`src/hw/pss_pkg.sv`:
```
// Package: register map, field layout and reset values of the PWM submodule.
// Assumes a 32-bit APB slave with one aligned word per register.
package pss_pkg;
    localparam logic [7:0] REG_CTRL_OFS = 8'h00;
    localparam logic [7:0] REG_PERIOD_OFS = 8'h04;
    localparam logic [7:0] REG_WIDTH_OFS = 8'h08;
    localparam logic [7:0] REG_COUNT_OFS = 8'h0c;
    localparam logic [7:0] REG_ARB_OFS = 8'h10;
    localparam int FLAG_POS = 15;
    localparam int IL_LSB = 12;
    localparam int ARB_MSB_POS = 11;
    localparam int PIN_POS = 7;
    localparam int LOAD_POS = 5;
    localparam int POL_POS = 4;
    localparam int EN_POS = 3;
    localparam int CLK_LSB = 0;
    localparam logic [15:0] COUNT_RESET = 16'h0001;
    localparam logic [15:0] WIDTH_ZERO = 16'h0000;
    localparam logic [7:0] PRESCALE_RESET = 8'h00;
    localparam logic [2:0] IL_NONE = 3'h0;

    typedef struct packed {
        logic [2:0] irq_level;
        logic arb_priority_msb;
        logic output_polarity;
        logic enable;
        logic [2:0] clk_sel;
    } pss_ctrl_s;

    typedef struct packed {
        logic [15:0] period;
        logic [15:0] width;
    } pss_pair_s;
endpackage : pss_pkg

```
`src/hw/pss_prescaler.sv`:
```
// Prescaler: free counter in reset while disabled, one-cycle tick at the selected rate.
// Assumes pclk is the system clock; rates are fsys/2 .. fsys/128, then fsys/512.
`timescale 1ns/1ps
module pss_prescaler (
    input wire logic pclk,
    input wire logic presetn,
    input wire logic run,
    input wire logic [2:0] clk_sel,
    output logic tick
);
    logic [8:0] div_ff;
    logic [8:0] mask;

    always_comb begin
        mask = (clk_sel == 3'h7) ? 9'h1ff : 9'((9'h2 << clk_sel) - 9'h1);
    end

    always_ff @(posedge pclk or negedge presetn) begin
        if (!presetn) begin
            div_ff <= 9'h000;
        end else if (!run) begin
            div_ff <= 9'h000;
        end else begin
            div_ff <= 9'(div_ff + 9'h1);
        end
    end

    assign tick = run && ((div_ff & mask) == mask);
endmodule : pss_prescaler

```
`src/hw/pss_pwm_submodule.sv`:
```
// Top of the PWM submodule: APB registers, period engine, flag and interrupt request.
// Assumes an APB master on pclk and an external load on the output pin.
`timescale 1ns/1ps
module pss_pwm_submodule (
    input wire logic pclk,
    input wire logic presetn,
    input wire logic psel,
    input wire logic penable,
    input wire logic pwrite,
    input wire logic [7:0] paddr,
    input wire logic [31:0] pwdata,
    input wire logic [3:0] pstrb,
    output logic [31:0] prdata,
    output logic pready,
    output logic pslverr,
    input wire logic iack,
    input wire logic [2:0] iack_mask,
    output logic [7:1] irq_n,
    output logic iack_resp,
    output logic [3:0] arb_number,
    output logic pwm_out
);
    pss_pkg::pss_ctrl_s ctrl_ff;
    pss_pkg::pss_pair_s staged_ff;
    pss_pkg::pss_pair_s active_ff;
    logic [15:0] count_ff;
    logic [2:0] arb_low_ff;
    logic flag_ff;
    logic flag_seen_ff;
    logic out_ff;
    logic en_prev_ff;
    logic pin_ff;
    logic [31:0] nxt_prdata;
    logic [7:1] nxt_irq_n;
    logic wr_acc;
    logic rd_acc;
    logic ctrl_wr;
    logic load_cmd;
    logic en_rise;
    logic tick;
    logic period_end;
    logic width_hit;

    assign wr_acc = psel && penable && pwrite;
    assign rd_acc = psel && penable && !pwrite;
    assign ctrl_wr = wr_acc && paddr == pss_pkg::REG_CTRL_OFS && pstrb[1:0] == 2'h3;
    assign load_cmd = ctrl_wr && pwdata[pss_pkg::LOAD_POS] && ctrl_ff.enable;
    assign en_rise = ctrl_ff.enable && !en_prev_ff;
    assign period_end = ctrl_ff.enable && !en_rise && tick && count_ff >= active_ff.period;
    assign width_hit = ctrl_ff.enable && !en_rise && tick && count_ff >= active_ff.width;

    pss_prescaler u_presc (
        .pclk(pclk),
        .presetn(presetn),
        .run(ctrl_ff.enable && !load_cmd),
        .clk_sel(ctrl_ff.clk_sel),
        .tick(tick)
    );

    // Control register and arbitration field
    always_ff @(posedge pclk or negedge presetn) begin
        if (!presetn) begin
            ctrl_ff <= '0;
            arb_low_ff <= 3'h0;
        end else begin
            if (ctrl_wr) begin
                ctrl_ff.irq_level <= pwdata[pss_pkg::IL_LSB +: 3];
                ctrl_ff.arb_priority_msb <= pwdata[pss_pkg::ARB_MSB_POS];
                ctrl_ff.output_polarity <= pwdata[pss_pkg::POL_POS];
                ctrl_ff.enable <= pwdata[pss_pkg::EN_POS];
                ctrl_ff.clk_sel <= pwdata[pss_pkg::CLK_LSB +: 3];
            end
            if (wr_acc && paddr == pss_pkg::REG_ARB_OFS && pstrb[0]) begin
                arb_low_ff <= pwdata[2:0];
            end
        end
    end

    always_ff @(posedge pclk or negedge presetn) begin
        if (!presetn) begin
            staged_ff <= '0;
        end else if (wr_acc) begin
            if (paddr == pss_pkg::REG_PERIOD_OFS && pstrb[1:0] == 2'h3) begin
                staged_ff.period <= pwdata[15:0];
            end
            if (paddr == pss_pkg::REG_WIDTH_OFS && pstrb[1:0] == 2'h3) begin
                staged_ff.width <= pwdata[15:0];
            end
        end
    end

    // Active buffers follow staging while disabled, reload at period end or load
    always_ff @(posedge pclk or negedge presetn) begin
        if (!presetn) begin
            active_ff <= '0;
        end else if (!ctrl_ff.enable || load_cmd || period_end) begin
            active_ff <= staged_ff;
        end
    end

    always_ff @(posedge pclk or negedge presetn) begin
        if (!presetn) begin
            en_prev_ff <= 1'b0;
        end else begin
            en_prev_ff <= ctrl_ff.enable;
        end
    end

    always_ff @(posedge pclk or negedge presetn) begin
        if (!presetn) begin
            count_ff <= pss_pkg::COUNT_RESET;
        end else if (!ctrl_ff.enable || load_cmd || en_rise || period_end) begin
            count_ff <= pss_pkg::COUNT_RESET;
        end else if (tick) begin
            count_ff <= 16'(count_ff + 16'h1);
        end
    end

    // Output flip-flop; a load sets it unless the staged width is zero, so a high pulse never drops and rises
    always_ff @(posedge pclk or negedge presetn) begin
        if (!presetn) begin
            out_ff <= 1'b0;
        end else if (!ctrl_ff.enable) begin
            out_ff <= 1'b0;
        end else if (load_cmd) begin
            out_ff <= staged_ff.width != pss_pkg::WIDTH_ZERO;
        end else if (en_rise) begin
            out_ff <= 1'b1;
        end else if (period_end) begin
            out_ff <= staged_ff.width != pss_pkg::WIDTH_ZERO;
        end else if (width_hit) begin
            out_ff <= 1'b0;
        end
    end

    always_ff @(posedge pclk or negedge presetn) begin
        if (!presetn) begin
            pwm_out <= 1'b0;
        end else begin
            pwm_out <= (out_ff && ctrl_ff.enable) ^ ctrl_ff.output_polarity;
        end
    end

    // Pin status mirrors the driven pin; the registered output is already in pclk domain
    always_ff @(posedge pclk or negedge presetn) begin
        if (!presetn) begin
            pin_ff <= 1'b0;
        end else begin
            pin_ff <= pwm_out;
        end
    end

    // Completion flag: set beats clear, clear only while disabled or after a read showed one
    always_ff @(posedge pclk or negedge presetn) begin
        if (!presetn) begin
            flag_ff <= 1'b0;
        end else if (!ctrl_ff.enable) begin
            flag_ff <= 1'b0;
        end else if (en_rise || load_cmd || period_end) begin
            flag_ff <= 1'b1;
        end else if (ctrl_wr && !pwdata[pss_pkg::FLAG_POS] && flag_seen_ff) begin
            flag_ff <= 1'b0;
        end
    end

    // Arms on the returned data, so a flag set during the access cannot arm
    always_ff @(posedge pclk or negedge presetn) begin
        if (!presetn) begin
            flag_seen_ff <= 1'b0;
        end else if (!ctrl_ff.enable || ctrl_wr) begin
            flag_seen_ff <= 1'b0;
        end else if (rd_acc && paddr == pss_pkg::REG_CTRL_OFS && prdata[pss_pkg::FLAG_POS]) begin
            flag_seen_ff <= 1'b1;
        end
    end

    // One request line per level; level zero selects none
    for (genvar g = 1; g < 8; g++) begin : g_irq
        assign nxt_irq_n[g] = !(flag_ff && ctrl_ff.irq_level == 3'(g));
    end

    // Interrupt request lines and acknowledge answer
    always_ff @(posedge pclk or negedge presetn) begin
        if (!presetn) begin
            irq_n <= 7'h7f;
            iack_resp <= 1'b0;
            arb_number <= 4'h0;
        end else begin
            irq_n <= nxt_irq_n;
            iack_resp <= iack && flag_ff && ctrl_ff.irq_level != pss_pkg::IL_NONE
                && iack_mask == ctrl_ff.irq_level;
            arb_number <= {ctrl_ff.arb_priority_msb, arb_low_ff};
        end
    end

    // APB read mux; always ready, unmapped reads zero and error
    always_comb begin
        nxt_prdata = 32'h0000_0000;
        unique case (paddr)
            pss_pkg::REG_CTRL_OFS: begin
                nxt_prdata[pss_pkg::FLAG_POS] = flag_ff;
                nxt_prdata[pss_pkg::IL_LSB +: 3] = ctrl_ff.irq_level;
                nxt_prdata[pss_pkg::ARB_MSB_POS] = ctrl_ff.arb_priority_msb;
                nxt_prdata[pss_pkg::PIN_POS] = pin_ff;
                nxt_prdata[pss_pkg::LOAD_POS] = 1'b0;
                nxt_prdata[pss_pkg::POL_POS] = ctrl_ff.output_polarity;
                nxt_prdata[pss_pkg::EN_POS] = ctrl_ff.enable;
                nxt_prdata[pss_pkg::CLK_LSB +: 3] = ctrl_ff.clk_sel;
            end
            pss_pkg::REG_PERIOD_OFS: nxt_prdata[15:0] = staged_ff.period;
            pss_pkg::REG_WIDTH_OFS: nxt_prdata[15:0] = staged_ff.width;
            pss_pkg::REG_COUNT_OFS: nxt_prdata[15:0] = count_ff;
            pss_pkg::REG_ARB_OFS: nxt_prdata[2:0] = arb_low_ff;
            default: nxt_prdata = 32'h0000_0000;
        endcase
    end

    always_ff @(posedge pclk or negedge presetn) begin
        if (!presetn) begin
            prdata <= 32'h0000_0000;
            pready <= 1'b0;
            pslverr <= 1'b0;
        end else begin
            prdata <= nxt_prdata;
            pready <= psel && !penable;
            pslverr <= psel && !penable && paddr != pss_pkg::REG_CTRL_OFS && paddr != pss_pkg::REG_PERIOD_OFS
                && paddr != pss_pkg::REG_WIDTH_OFS && paddr != pss_pkg::REG_COUNT_OFS
                && paddr != pss_pkg::REG_ARB_OFS;
        end
    end
endmodule : pss_pwm_submodule

```
`config.mk`:
```
export PLATFORM = sky130hd
export DESIGN_NAME = pss_pwm_submodule
export DESIGN_NICKNAME = d
export VERILOG_FILES = /design/src/hw/pss_pkg.sv /design/src/hw/pss_prescaler.sv /design/src/hw/pss_pwm_submodule.sv
export SDC_FILE = /design/constraint.sdc
export NUM_CORES = 1
export LEC_CHECK = 0
export BUFFER_PORTS_ARGS = -buffer_cell sky130_fd_sc_hd__buf_2
export CAP_MARGIN = 20
export CELL_PAD_IN_SITES_DETAIL_PLACEMENT = 0
export CELL_PAD_IN_SITES_GLOBAL_PLACEMENT = 1
export CORE_ASPECT_RATIO = 0.7
export CORE_UTILIZATION = 42
export DETAILED_ROUTE_END_ITERATION = 8
export PLACE_DENSITY = 0.83
export SLEW_MARGIN = 40
export SYNTH_ARGS = -nofsm -noshare
export SYNTH_HDL_FRONTEND = slang
export SYNTH_SLANG_ARGS = --single-unit
```
`constraint.sdc`:
```
create_clock -name pclk -period 2.4 [get_ports pclk]
set_input_delay 0.24 -clock pclk [delete_from_list [all_inputs] [get_ports pclk]]
set_output_delay 0.24 -clock pclk [all_outputs]
set_load 0.05 [all_outputs]
```
# --- Word-level counts from Yosys, hierarchy flattened ---
# Index checks and enable logic that the tools add are counted.
totals:
  regBits: 137
  latchBits: 0
  mem_bits_rw: 0
  romBits: 0
  inputBits: 53
  elab_cells: 141
  n_memories: 0
classes:
  add_sub_neg: 3
  multipliers: 0
  n_div: 0
  n_lt_le_gt_ge: 2
  n_eq_ne: 21
  n_shift: 1
  n_mux: 20
  bitwise: 2
  reduce_logical: 68
ops:
  columns: ["operator", "n"]
  rows:
  - ["$logic_and A1 B1 Y1", 39]
  - ["$ge A16 B16 Y1", 2]
  - ["$mux W16", 2]
  - ["$pmux W5 S4", 1]
  - ["$mux W9", 2]
  - ["$add A16 B1 Y16 const B", 1]
  - ["$eq A8 B4 Y1 const B", 2]
  - ["$ne A8 B4 Y1 const B", 2]
  - ["$reduce_bool A16 Y1", 1]
  - ["$eq A3 B3 Y1 const B", 5]
  - ["$pmux W3 S5", 1]
  - ["$logic_not A1 Y1", 14]
  - ["$pmux W3 S4", 1]
  - ["$mux W1", 10]
  - ["$add A9 B1 Y9 const B", 1]
  - ["$and A9 B9 Y9", 1]
  - ["$eq A9 B9 Y1", 1]
  - ["$pmux W3 S3", 1]
  - ["$shl A2 B3 Y9 const A", 1]
  - ["$sub A9 B1 Y9 const B", 1]
  - ["$eq A8 B3 Y1 const B", 1]
  - ["$eq A8 B5 Y1 const B", 1]
  - ["$logic_not A8 Y1", 1]
  - ["$ne A8 B3 Y1 const B", 1]
  - ["other kinds (15)", 24]

# --- Depth between registers and ports, before layout ---
# Gate-level depths: netlist of run 1.
logic_depth:
  ltp_word: 16
  depth_mapped: 12
  mapped_depth_nobuf: 9

# --- Cells and area by module ---
# From an unflattened synthesis of run 1, not the netlist that was laid out.
unflattened:
  cells_unflattened: 587
  hier_area_um2: 6835.3
modules_own_cells:
  columns: ["module", "instances", "cells_per_inst", "area_each_um2", "seq_area_each_um2"]
  rows:
  - ["pss_pwm_submodule", 1, 522, 6228.5, 3213.1]
  - ["pss_prescaler", 1, 65, 606.8, 225.2]

# --- Worst setup path after synthesis of run 1 ---
# OpenSTA, ideal clock, no wires.
synth_path:
  path_kind: "reg-to-reg"
  from: "register ctrl_ff[2] (netlist name)"
  to: "register active_ff[0] (netlist name)"
  setup_time_ps: 125
  arrival_ps: 2571
  t_required_ps: 2275
  slack_ps: -296
  stages_incl_launch_ff: 10
  path_buffers: 2
  synth_period_minus_slack_ps: 2696
  path_cell_list: "dfrtp_1 > buf_2 > or3_1 > ha_1 > nor3b_1 > o311ai_1 > nand3_1 > o31ai_2 > buf_2 > mux2_2"
synth_between:
  elab_chain_cells: 9
synth_lines:
  columns: ["element", "line", "text"]
  rows:
  - ["$shl A2 B3 Y9", "pss_prescaler.sv:15", "mask = (clk_sel == 3'h7) ? 9'h1ff : 9'((9'h2 << clk_sel) - 9'h1);"]
  - ["$sub A9 B1 Y9", "pss_prescaler.sv:15", null]
  - ["$mux W9 (*)", "pss_prescaler.sv:15", null]
  - ["$and A9 B9 Y9", "pss_prescaler.sv:28", "assign tick = run && ((div_ff & mask) == mask);"]
  - ["$eq A9 B9 Y1 (*)", "pss_prescaler.sv:28", null]
  - ["$logic_and A1 B1 Y1 (*)", "pss_prescaler.sv:28", null]
  - ["$logic_and A1 B1 Y1 (*) (2 in a row)", "pss_pwm_submodule.sv:49", "assign period_end = ctrl_ff.enable && !en_rise && tick && count_ff >= active_ff.period;"]
  - ["$logic_or A1 B1 Y1 (*)", "pss_pwm_submodule.sv:96", "end else if (!ctrl_ff.enable || load_cmd || period_end) begin"]
  - ["end signal: assignment", "pss_pwm_submodule.sv:97", "active_ff <= staged_ff;"]
  - ["end: declaration", "pss_pwm_submodule.sv:25", "pss_pkg::pss_pair_s active_ff;"]
# Mark *: on every way between the ends. The rest lies on a longest branch, timed or not.
# A chain may end at the register's enable or synchronous reset.

# --- Worst setup path after layout of run 1 ---
layout_path:
  from: "register count_ff[0]"
  to: "register active_ff[17] (netlist name)"
layout_between:
  elab_chain_cells: 3
layout_lines:
  columns: ["element", "line", "text"]
  rows:
  - ["start: declaration", "pss_pwm_submodule.sv:26", "logic [15:0] count_ff;"]
  - ["start signal: assignment", "pss_pwm_submodule.sv:111", "count_ff <= pss_pkg::COUNT_RESET;"]
  - ["start signal: assignment", "pss_pwm_submodule.sv:113", "count_ff <= pss_pkg::COUNT_RESET;"]
  - ["start signal: assignment", "pss_pwm_submodule.sv:115", "count_ff <= 16'(count_ff + 16'h1);"]
  - ["$ge A16 B16 Y1", "pss_pwm_submodule.sv:49", null]
  - ["$logic_and A1 B1 Y1", "pss_pwm_submodule.sv:49", null]
  - ["$logic_or A1 B1 Y1", "pss_pwm_submodule.sv:96", null]
# No other way between the ends.

==> results by group, run 1 <==
Clock tree
  • H-tree depth: 4
  • Sink Count: about 140
  • CTS tree: built
  • Root buf cell: clkbuf_16
  • Clock Path Buffers: 2
  • Worst-Skew Late Latency: 0.43 ns
  • Clock transition at path regs: roughly 0.060 ns
  • CTS Buf Count: 17

Die
  • Initial Util: between 40% and 50%
  • Die X: about 160 um
  • Die Y-Extent: 110 um
  • Total I/O pin count: 100
  • Rows: 38
  • Core area: 15800 um2
  • Die area: 17100 um2

Synthesis
  • Simple-gate area share of the yosys netlist: 11.6%
  • Largest family of logic cells by synthesized area: multiplexers
  • Compound-cell area share of the yosys netlist: 8.70%
  • Mapped Cells: 589
  • Library cells used by synthesis: 59
  • Synth warn: 0
  • Synth Area in Adders: 6.30%
  • Synth async-reset ratio: 100%
  • Xor/xnor cell area share of the yosys netlist: roughly 1.3%
  • Syn Area/Cell: 11.8 um2
  • Yosys reg bits: 137
  • Prevailing post-synth register cell: dfrtp_1
  • Post-synth EDFFs: 0
  • Post-synthesis mux area share: 16.9%
  • Seq/Total Area, Yosys: 49.5%
  • Synthesized area: 6950 um2

Timing
  • Unrepaired setup endpoints after global routing: true
  • Final-report setup violation count: 50
  • Worst slew pin tran: 0.582 ns
  • Slew Limit Headroom: slightly above 60%
  • Final worst path period share: 108%
  • Tmin final: 2.59 ns
  • Clk_skew: 0.0125 ns
  • Final-report hold violation count: 0
  • Final setup margin: -0.188 ns
  • Max Slew Vio Count: 0
  • WHS: ~0.021 ns
  • Highest clock rate: around 390 MHz

Worst setup path
  • CP cell instances: inv_2 > ha_1 > nand2b_1 > a31oi_2 > o21ai_2 > a211oi_4 > buf_6 > o31ai_4 > buf_6 > clkbuf_16 > mux2_4
  • Worst path max stage delay: 0.54 ns
  • CP arrival: 2.90 ns
  • Setup crit start kind: flop
  • Worst path slowest cell: dfstp_2
  • CP max FO: 8
  • CP Class: reg -> reg
  • CP most frequent cell: buf_6
  • Critical Path End Type: flop
  • Req. time, crit path: 2.71 ns

Layout
  • Area growth syn-to-layout: 27.4%
  • Share of cells above drive strength 1: around 40%
  • Most common cell after layout, fill and taps aside: dfrtp_1
  • Filler instances: 1273
  • Core Util, Final: between 50 and 60%
  • Nets: 801
  • Fin cells: 946
  • Most frequent cells in the layout: 129 x dfrtp_1, 64 x buf_2, 51 x buf_4, 50 x mux2_2, 39 x inv_1
  • # diodes: 0

Status
  • Status: finished with violations
  • Failing checks: negative setup slack

Placed design
  • HPWL after DPL: 12200 um
  • Routability Congestion: 0.887
  • Placed cells: 905
  • # port buffers: 65

Global routing
  • Total track usage: roughly 22%
  • First-pass GRT wire length: 27700 um
  • Grt total ovfl: 0
  • Largest net degree at the start of global routing: 58
  • Initial antenna violation count: 0
  • Number of global-route vias before repair: 5130

Flow run
  • Max cap viols: 0

Detailed routing
  • Via density: 5.52
  • DRC: 0
  • DR WL/cell: 18.9 um
  • Via Count: 5220
  • Final ANT Viol Nets: 0
  • DRT Pass-1 Iters: 6
  • Violation count after the first detailed-routing iteration: 402
  • Final wirelength: 17900 um

Min path
  • Min-delay worst type: in -> reg

Power
  • Leak: 4.30 nW
  • Cell Pwr Density: between 600 and 700 nW/um2
  • Maximum VDD drop: between 500 and 600 uV
[sequential cells by signal (all words and copies together) (netlist names), 3 cells and up]
name,count
irq_n,7
count_ff,16
arb_low_ff,3
u_presc.div_ff,9
staged_ff,32
arb_number,4
active_ff,32
ctrl_ff,9
prdata,16
[cells by family after synthesis]
| group | Yosys count |
|---|---|
| AO/OA/AOI/OAI | 94 |
| XOR/XNOR | 10 |
| adder cells (fa/ha/maj) | 35 |
| buffers and inverters | 79 |
| flip-flops | 137 |
| multiplexers | 91 |
| other | 1 |
| AND/OR/NAND/NOR | 142 |
[worst max-delay path, delay by kind of cell, from the launching register on]
kind	cells	cell delay, ns
AO/OA/AOI/OAI	4	0.76
adder cells (fa/ha/maj)	1	0.25
buffers and inverters	4	0.52
flip-flops	1	0.54
multiplexers	1	0.30
AND/OR/NAND/NOR	1	0.11
[timing repair]
item / in CTS / in global routing
hold buffers: 1 / 0
hold endpoints to repair: 54 / 0
gates resized for setup: 22 / 18
setup buffers: 3 / 2
endpoints found under the setup margin: 50 / 50
pin swaps: 5 / 7
cloned: 1 / 3
[layout make-up]
cell class / count / area [um2] / share of cell area (%)
Sequential cell: 137 / 3440 / 38.9
Multi-Input combinational cell: 388 / 3390 / 38.3
Tap cell: 220 / 275 / 3.11
Inverter: 40 / 150 / 1.70
Clock buffer: 25 / 495 / 5.60
Timing Repair Buffer: 129 / 961 / 10.9
Clock inverter: 7 / 139 / 1.57
[stage by stage]
| step | setup TNS (ns) | area [um2] | total power [mW] | setup slack (ns) |
|---|---|---|---|---|
| finish | -8.01 | 8850 | 5.40 | -0.188 |
| global route | -12.36 | 8850 | 5.55 | -0.264 |
| CTS | -8.68 | 8680 | 5.43 | -0.226 |
| detailed placement | -12.46 | 7920 | 2.61 | -0.271 |
| global placement | -9.34 | 7920 | 2.61 | -0.222 |
| floorplan | -6.96 | 7100 | 2.51 | -0.197 |
[path summary, 6_finish.rpt]
kind                                               from                   endpoint  slack [ns]  cells past startpoint
min in group asynchronous                       presetn    arb_number[2]$_DFF_PN0_        0.34                      2
max in group asynchronous                       presetn    count_ff[0]$_DFFE_PN1P_        1.28                      3
worst max-delay path            count_ff[0]$_DFFE_PN1P_  active_ff[17]$_DFFE_PN0P_       -0.19                     11
worst min-delay path                            penable           pready$_DFF_PN0_        0.02                      2
worst min register to register        pwm_out$_DFF_PN0_           pin_ff$_DFF_PN0_        0.39                      0
worst max register to register  count_ff[0]$_DFFE_PN1P_  active_ff[17]$_DFFE_PN0P_       -0.19                     11
[synthesized netlist by cell type (3+ instances only)]
| cell | number | share of area, % |
|---|---|---|
| dfrtp_1 | 129 | 46 |
| mux2_2 | 71 | 12 |
| inv_1 | 40 | 2.2 |
| ha_1 | 35 | 6.3 |
| a21oi_1 | 32 | 2.3 |
| nor2_1 | 24 | 1.3 |
| nand3_1 | 23 | 1.7 |
| nand2_1 | 18 | 0.97 |
| buf_4 | 17 | 1.8 |
| o21ai_0 | 17 | 1.2 |
| clkbuf_1 | 12 | 0.65 |
| nand4_1 | 12 | 1.1 |
| or4_1 | 12 | 1.3 |
| mux4_2 | 11 | 3.6 |
| o31ai_1 | 11 | 1.2 |
| and2_1 | 9 | 0.81 |
| dfstp_2 | 8 | 3.0 |
| mux2_4 | 8 | 1.7 |
| nor2b_1 | 8 | 0.72 |
| buf_2 | 7 | 0.50 |
| nand2b_1 | 7 | 0.63 |
| or3_1 | 7 | 0.63 |
| a21o_1 | 5 | 0.54 |
| a22oi_1 | 5 | 0.54 |
| xnor2_1 | 5 | 0.63 |
| xor2_1 | 5 | 0.63 |
| a211oi_1 | 4 | 0.43 |
| nor3_1 | 4 | 0.29 |
| nor4_1 | 4 | 0.36 |
| buf_6 | 3 | 0.49 |
[layer usage]
metal  vias up  global-route usage [%]  wire length, um
met2       206                    33.5             8040
met3        30                    5.48             1050
met4         0                    8.19              297
li1       2337                       -                -
met1      2647                    30.6             8490
met5         -                       0                0
[power by group]
part / switching [mW] / internal [mW]
clock network: 0.974 / 1.85
logic: 0.182 / 0.0724
registers: 0.00623 / 2.32
Note: power is estimated with default switching activity, not from simulation.
==> inputs of run 2 (changes only) <==
--- a/config.mk
+++ b/config.mk
@@ -7,10 +7,10 @@
 export LEC_CHECK = 0
 export BUFFER_PORTS_ARGS = -buffer_cell sky130_fd_sc_hd__buf_2
 export CAP_MARGIN = 20
-export CELL_PAD_IN_SITES_DETAIL_PLACEMENT = 0
-export CELL_PAD_IN_SITES_GLOBAL_PLACEMENT = 1
+export CELL_PAD_IN_SITES_DETAIL_PLACEMENT = 1
+export CELL_PAD_IN_SITES_GLOBAL_PLACEMENT = 2
 export CORE_ASPECT_RATIO = 0.7
-export CORE_UTILIZATION = 42
+export CORE_UTILIZATION = 35
 export DETAILED_ROUTE_END_ITERATION = 8
 export PLACE_DENSITY = 0.83
 export SLEW_MARGIN = 40
==> run 2 against run 1 <==
Effect of this change:
- the flow still finishes with violations (negative setup slack)
- critical endpoint is now active_ff[2]$_DFFE_PN0P_
- global-route usage grew 0.60 points
- combinational power up 6%
- clock skew shrank 0.0012 ns
- clock power rose by 5%
- non-clock buffer count up 4
- count of clock-buffer cells in the layout is 4 lower
- routed wire length rose by 22%
- highest routed layer unchanged
- sequential share of layout area is 1.4 points lower
- first-iteration DRC count shrank 13%
- largest power group unchanged
- maximum frequency shrank 0.67%
- register-to-register slack got worse by 0.02 ns
==> results by group, run 2 (synthesized netlist as in run 1, its figures left out) <==
Status
  • Status: finished with violations (unchanged)
  • Failing checks: negative setup slack (unchanged)

Power
  • Cell Pwr Density: 604 nW/um2 (was 610 nW/um2)
  • Final Total Pwr: 5.55 mW (was 5.40 mW)
  • Leak: 4.40 nW (was 4.30 nW)
  • Maximum VDD drop: 490 uV (was 509 uV)

Clock tree
  • Worst-Skew Late Latency: 0.43 ns (about the same)
  • Clock Path Buffers: 2 (unchanged)
  • H-tree depth: 4 (unchanged)
  • CTS tree: built (unchanged)
  • Root buf cell: clkbuf_16 (unchanged)
  • Clock transition at path regs: 0.07 ns (was 0.06 ns)
  • CTS Buf Count: 17 (unchanged)
  • Sink Count: 137 (unchanged)

Timing
  • Worst slew pin tran: 0.703 ns (was 0.582 ns)
  • Tmin final: 2.61 ns (was 2.59 ns)
  • Clk_skew: 0.0114 ns (was 0.0125 ns)
  • Final-report setup violation count: 50 (unchanged)
  • Slew Limit Headroom: 53.1% (was 61.1%)
  • Unrepaired setup endpoints after global routing: true (unchanged)
  • Max Slew Vio Count: 0 (unchanged)
  • Final-report hold violation count: 0 (unchanged)
  • Final setup margin: -0.206 ns (was -0.188 ns)
  • Highest clock rate: 384 MHz (was 386 MHz)
  • Final worst path period share: 109% (was 108%)

Global routing
  • Number of global-route vias before repair: 5950 (was 5130)
  • First-pass GRT wire length: 34000 um (was 27700 um)
  • Initial antenna violation count: 0 (unchanged)
  • Largest net degree at the start of global routing: 75 (was 58)
  • Total track usage: 22.7% (was 22.1%)
  • Grt total ovfl: 0 (unchanged)

Worst setup path
  • Setup crit start: ctrl_ff[2]$_DFFE_PN0P_ (was count_ff[0]$_DFFE_PN1P_)
  • R2R Setup Slk: -0.21 ns (was -0.19 ns)
  • CP Class: reg -> reg (unchanged)
  • Req. time, crit path: 2.71 ns (about the same)
  • Critical path destination: active_ff[2]$_DFFE_PN0P_ (was active_ff[17]$_DFFE_PN0P_)
  • Setup crit start kind: flop (unchanged)
  • Critical Path End Type: flop (unchanged)
  • FF-to-FF path depth: 9 (was 11)
  • R2R Path End: active_ff[2]$_DFFE_PN0P_ (was active_ff[17]$_DFFE_PN0P_)
  • Worst r2r src: ctrl_ff[2]$_DFFE_PN0P_ (was count_ff[0]$_DFFE_PN1P_)
  • CP max FO: 8 (unchanged)
  • CP arrival: 2.91 ns (was 2.90 ns)

Die
  • Die Y-Extent: 120 um (was 110 um)
  • Die X: 170 um (was 156 um)
  • Rows: 42 (was 38)
  • Core area: 19200 um2 (was 15800 um2)
  • Initial Util: 36.2% (was 43.9%)
  • Die area: 20400 um2 (was 17100 um2)
  • Total I/O pin count: 100 (unchanged)

Layout
  • # diodes: 0 (unchanged)
  • Share of cells above drive strength 1: 44.5% (was 40.2%)
  • Area growth syn-to-layout: 32.3% (was 27.4%)
  • Most frequent cells in the layout: 129 x dfrtp_1, 64 x buf_2, 47 x buf_4, 43 x mux2_2, 38 x inv_1 (was 129 x dfrtp_1, 64 x buf_2, 51 x buf_4, 50 x mux2_2, 39 x inv_1)
  • Most common cell after layout, fill and taps aside: dfrtp_1 (unchanged)
  • Nets: 805 (was 801)
  • Core Util, Final: 47.9% (was 55.9%)
  • Biggest regs: active_ff: 32 flops, staged_ff: 32 flops (unchanged)

Min path
  • Min-delay worst type: in -> reg (unchanged)

Detailed routing
  • DR WL/cell: 21.9 um (was 18.9 um)
  • Final ANT Viol Nets: 0 (unchanged)
  • DRC: 0 (unchanged)
  • DRT Pass-1 Iters: 4 (was 6)
  • Via Count: 5236 (was 5220)
  • Final wirelength: 21800 um (was 17900 um)
  • Violation count after the first detailed-routing iteration: 349 (was 402)
  • Via density: 5.27 (was 5.52)

Placed design
  • HPWL after DPL: 14100 um (was 12200 um)
  • Routability Congestion: 0.835 (was 0.887)
  • # port buffers: 65 (unchanged)

Flow run
  • Max cap viols: 0 (unchanged)
==> run 2: per-stage QoR <==
| stage | setup WS, ns | cells | hold WS, ns | TNS [ns] | instance area, um2 |
|---|---|---|---|---|---|
| 4_1_cts | -0.272 | 997 | 0.0204 | -9.12 | 9120 |
| 3_3_place_gp | -0.381 | 949 | 0.296 | -17.95 | 7970 |
| 5_1_grt | -0.298 | 994 | 0.0345 | -13.02 | 9190 |
| 3_5_place_dp | -0.440 | 949 | 0.314 | -20.55 | 7970 |
| 2_1_floorplan | -0.197 | 604 | -0.0556 | -6.96 | 7100 |
| 6_report | -0.206 | 994 | 0.0459 | -7.98 | 9190 |
==> run 2: area by class of cell <==
type | instances | area (um2)
multi-input combinational | 388 | 3610
clock buffer | 21 | 480
fill | 2020 | 9990
sequential | 137 | 3440
timing repair buffer | 133 | 997
inverter | 40 | 150
tap | 264 | 330
clock inverter | 11 | 180
==> run 2: where the power goes <==
group          internal (mW)  switching (mW)  total, mW
Sequential              2.32         0.00678       2.33
Clock                   1.87            1.09       2.96
Combinational         0.0770           0.191      0.268
Total                   4.27            1.29       5.55
==> run 2: layer usage <==
metal  GRT usage, %  share of wire [%]
met5              0                  0
met4           10.6                2.7
met3           4.98                4.8
met2           36.9                 48
met1           28.7                 44
==> run 2: repair_timing <==
action                     4_1_cts  5_1_grt
setup buffers                   12        0
hold endpoints to repair        64        0
pin swaps                       23       13
gates resized for setup         72       27
hold buffers                     1        0
setup endpoints to repair       50       50
cloned                           4        1
==> run 2: worst min-delay path by stage <==
| stage | from | endpoint | slack, ns | cells after the start |
|---|---|---|---|---|
| CTS | penable | pready$_DFF_PN0_ | 0.02 | 2 |
| finish | penable | pready$_DFF_PN0_ | 0.05 | 2 |
| global route | penable | pready$_DFF_PN0_ | 0.03 | 2 |
| detailed placement | presetn | iack_resp$_DFF_PN0_ | 0.31 | 1 |
| floorplan | presetn | active_ff[0]$_DFFE_PN0P_ | -0.06 | 0 |
| global placement | presetn | iack_resp$_DFF_PN0_ | 0.30 | 1 |
==> run 2: worst max-delay path, stage by stage (launching register included) <==
cell and delay [ns]:
dfrtp_1 0.40, or3_4 0.41, ha_4 0.16, nor3b_4 0.15, o311ai_4 0.30, nand3_2 0.16
o31ai_4 0.24, buf_6 0.17, clkbuf_16 0.19, mux2_4 0.31
==> inputs of run 3 (changes only) <==
--- a/config.mk
+++ b/config.mk
@@ -10,9 +10,9 @@
 export CELL_PAD_IN_SITES_DETAIL_PLACEMENT = 1
 export CELL_PAD_IN_SITES_GLOBAL_PLACEMENT = 2
 export CORE_ASPECT_RATIO = 0.7
-export CORE_UTILIZATION = 35
+export CORE_UTILIZATION = 41
 export DETAILED_ROUTE_END_ITERATION = 8
-export PLACE_DENSITY = 0.83
+export PLACE_DENSITY = 0.91
 export SLEW_MARGIN = 40
 export SYNTH_ARGS = -nofsm -noshare
 export SYNTH_HDL_FRONTEND = slang
==> constraint.sdc (replaced) <==
create_clock -name pclk -period 3.1 [get_ports pclk]
set_input_delay 0.31 -clock pclk [delete_from_list [all_inputs] [get_ports pclk]]
set_output_delay 0.31 -clock pclk [all_outputs]
set_load 0.05 [all_outputs]
==> run 3 against run 2 <==
Effect of this change:
- the run now ends clean
- first-iteration DRC count fell by 32%
- power fell by 29%
- design area fell by 12%
- sequential power fell by 23%
- global-route usage rose by 0.81 points
- critical endpoint is now count_ff[11]$_DFFE_PN0P_
- largest power group unchanged
==> results by group, run 3 (synthesized netlist as in run 1, its figures left out) <==
Die
  • Initial Util: 42.3% (was 36.2%)
  • Die area: 17500 um2 (was 20400 um2)
  • Die X: 158 um (was 170 um)
  • Rows: 39 (was 42)
  • Total I/O pin count: 100 (unchanged)
  • Core area: 16400 um2 (was 19200 um2)
  • Die Y-Extent: 111 um (was 120 um)

Global routing
  • Most used routing layer: met2 (unchanged)
  • Largest net degree at the start of global routing: 85 (was 75)
  • Met3 Resource Use GR: 4.77% (was 4.98%)
  • M2 GR Usage: 39.4% (was 36.9%)
  • Number of global-route vias before repair: 5480 (was 5950)
  • Total track usage: 23.5% (was 22.7%)
  • M1 GR Usage: 30.3% (was 28.7%)
  • Grt total ovfl: 0 (unchanged)
  • Initial antenna violation count: 0 (unchanged)
  • First-pass GRT wire length: 30500 um (was 34000 um)

Clock tree
  • Worst-Skew Late Latency: 0.44 ns (was 0.43 ns)
  • CTS Buf Count: 17 (unchanged)
  • H-tree depth: 4 (unchanged)
  • Sink Count: 137 (unchanged)
  • CTS tree: built (unchanged)
  • Clock transition at path regs: 0.06 ns (was 0.07 ns)
  • Root buf cell: clkbuf_16 (unchanged)
  • Post-CTS setup buffer count: 0 (was 12)
  • Clock Path Buffers: 2 (unchanged)

Power
  • Cell Pwr Density: 488 nW/um2 (was 604 nW/um2)
  • Maximum VDD drop: 255 uV (was 490 uV)
  • Leak: 3.88 nW (was 4.40 nW)

Detailed routing
  • Via Count: 4940 (was 5236)
  • Violation count after the first detailed-routing iteration: 236 (was 349)
  • DR WL/cell: 20.9 um (was 21.9 um)
  • DRC: 0 (unchanged)
  • Via density: 5.47 (was 5.27)
  • DRT Pass-1 Iters: 4 (unchanged)
  • Final ANT Viol Nets: 0 (unchanged)
  • Final wirelength: 18900 um (was 21800 um)

Layout
  • Fin cells: 903 (was 994)
  • Most common cell after layout, fill and taps aside: dfrtp_1 (unchanged)
  • Design Area, Final: 8110 um2 (was 9190 um2)
  • Area growth syn-to-layout: 16.7% (was 32.3%)
  • # diodes: 0 (unchanged)
  • Area of the multi-input gates: 3200 um2 (was 3610 um2)
  • Share of cells above drive strength 1: 32.4% (was 44.5%)
  • Nets: 754 (was 805)
  • Most frequent cells in the layout: 129 x dfrtp_1, 71 x mux2_2, 64 x buf_2, 40 x inv_1, 35 x ha_1 (was 129 x dfrtp_1, 64 x buf_2, 47 x buf_4, 43 x mux2_2, 38 x inv_1)
  • Register Area: 3440 um2 (unchanged)
  • Biggest regs: active_ff: 32 flops, staged_ff: 32 flops (unchanged)
  • Filler instances: 1786 (was 2020)

Timing
  • WHS: 0.0803 ns (was 0.0459 ns)
  • Final-report setup violation count: 0 (was 50)
  • Final-report hold violation count: 0 (unchanged)
  • Worst slew pin tran: 0.668 ns (was 0.703 ns)
  • Final worst path period share: 94.2% (was 109%)
  • Highest clock rate: 342 MHz (was 384 MHz)
  • Tmin final: 2.92 ns (was 2.61 ns)
  • Final setup margin: 0.179 ns (was -0.206 ns)
  • Max Slew Vio Count: 0 (unchanged)
  • TNS Setup: 0 ns (was -7.98 ns)
  • Slew Limit Headroom: 55.5% (was 53.1%)
  • Unrepaired setup endpoints after global routing: false (was true)
  • Clk_skew: 0.0205 ns (was 0.0114 ns)

Worst setup path
  • Critical Path End Type: flop (unchanged)
  • CP max FO: 32 (was 8)
  • CP Class: reg -> reg (unchanged)
  • Req. time, crit path: 3.45 ns (was 2.71 ns)
  • Setup crit start kind: flop (unchanged)
  • CP arrival: 3.27 ns (was 2.91 ns)

Placed design
  • Routability Congestion: 0.796 (was 0.835)
  • # port buffers: 65 (unchanged)
  • Placed cells: 871 (was 949)
  • Cell Area, Placed: 7520 um2 (was 7970 um2)
  • HPWL after DPL: 12800 um (was 14100 um)
  • Pre-CTS setup slack: 0.0859 ns (was -0.440 ns)

Min path
  • Min-delay worst type: in -> reg (unchanged)

Status
  • Status: completed (was finished with violations)

Flow run
  • Max cap viols: 0 (unchanged)
-- run 3: cell types whose count changed in the layout (fill, tap and decap cells not counted), moves of 13 or more --
cell,before,now
buf_4,47,15
mux2_2,43,71
mux2_4,36,8
a21oi_1,17,32
a21oi_2,14,0
buf_6,13,0
-- run 3: layout make-up --
type,count,share of cell area (%)
sequential,137,42.4
clock buffer,19,5.34
tap,225,3.47
inverter,40,1.85
multi-input combinational,388,39.5
timing repair buffer,82,5.88
clock inverter,12,1.57
-- run 3: final timing paths --
check	start	end	slack, ns	cells past startpoint
worst max register to register	ctrl_ff[2]$_DFFE_PN0P_	count_ff[11]$_DFFE_PN0P_	0.18	8
min in group asynchronous	presetn	iack_resp$_DFF_PN0_	0.51	2
worst min register to register	pwm_out$_DFF_PN0_	pin_ff$_DFF_PN0_	0.39	0
worst max-delay path	ctrl_ff[2]$_DFFE_PN0P_	count_ff[11]$_DFFE_PN0P_	0.18	8
worst min-delay path	penable	pready$_DFF_PN0_	0.08	2
max in group asynchronous	presetn	count_ff[0]$_DFFE_PN1P_	1.81	3
-- run 3: timing repair --
action | CTS | global route
endpoints found under the setup margin | 0 | 35
endpoints found under the hold margin | 74 | 0
hold buffers | 1 | 0
gates resized for setup | 0 | 4
-- run 3: layer usage --
metal	vias to the layer above	wire length [um]
met3	22	678
met4	0	288
met5	-	0
li1	2245	-
met2	112	9500
met1	2561	8400
-- run 3: worst max-delay path, stage by stage (launching register included) --
cell      delay, ns
dfrtp_1        0.52
or3_1          0.41
ha_1           0.27
nor3b_1        0.17
o311ai_2       0.30
nand4_1        0.14
buf_4          0.29
or4_1          0.55
a21oi_1        0.18
-- run 3: per-stage QoR --
step	util, %	power, mW
floorplan	-	1.94
global placement	45.7	2.01
detailed placement	45.7	2.02
CTS	49.2	3.98
global route	49.3	4.07
finish	49.3	3.96
-- run 3: power breakdown --
part           internal, mW  switching, mW
Combinational        0.0481          0.137
Clock                  1.17          0.796
Sequential             1.80        0.00536
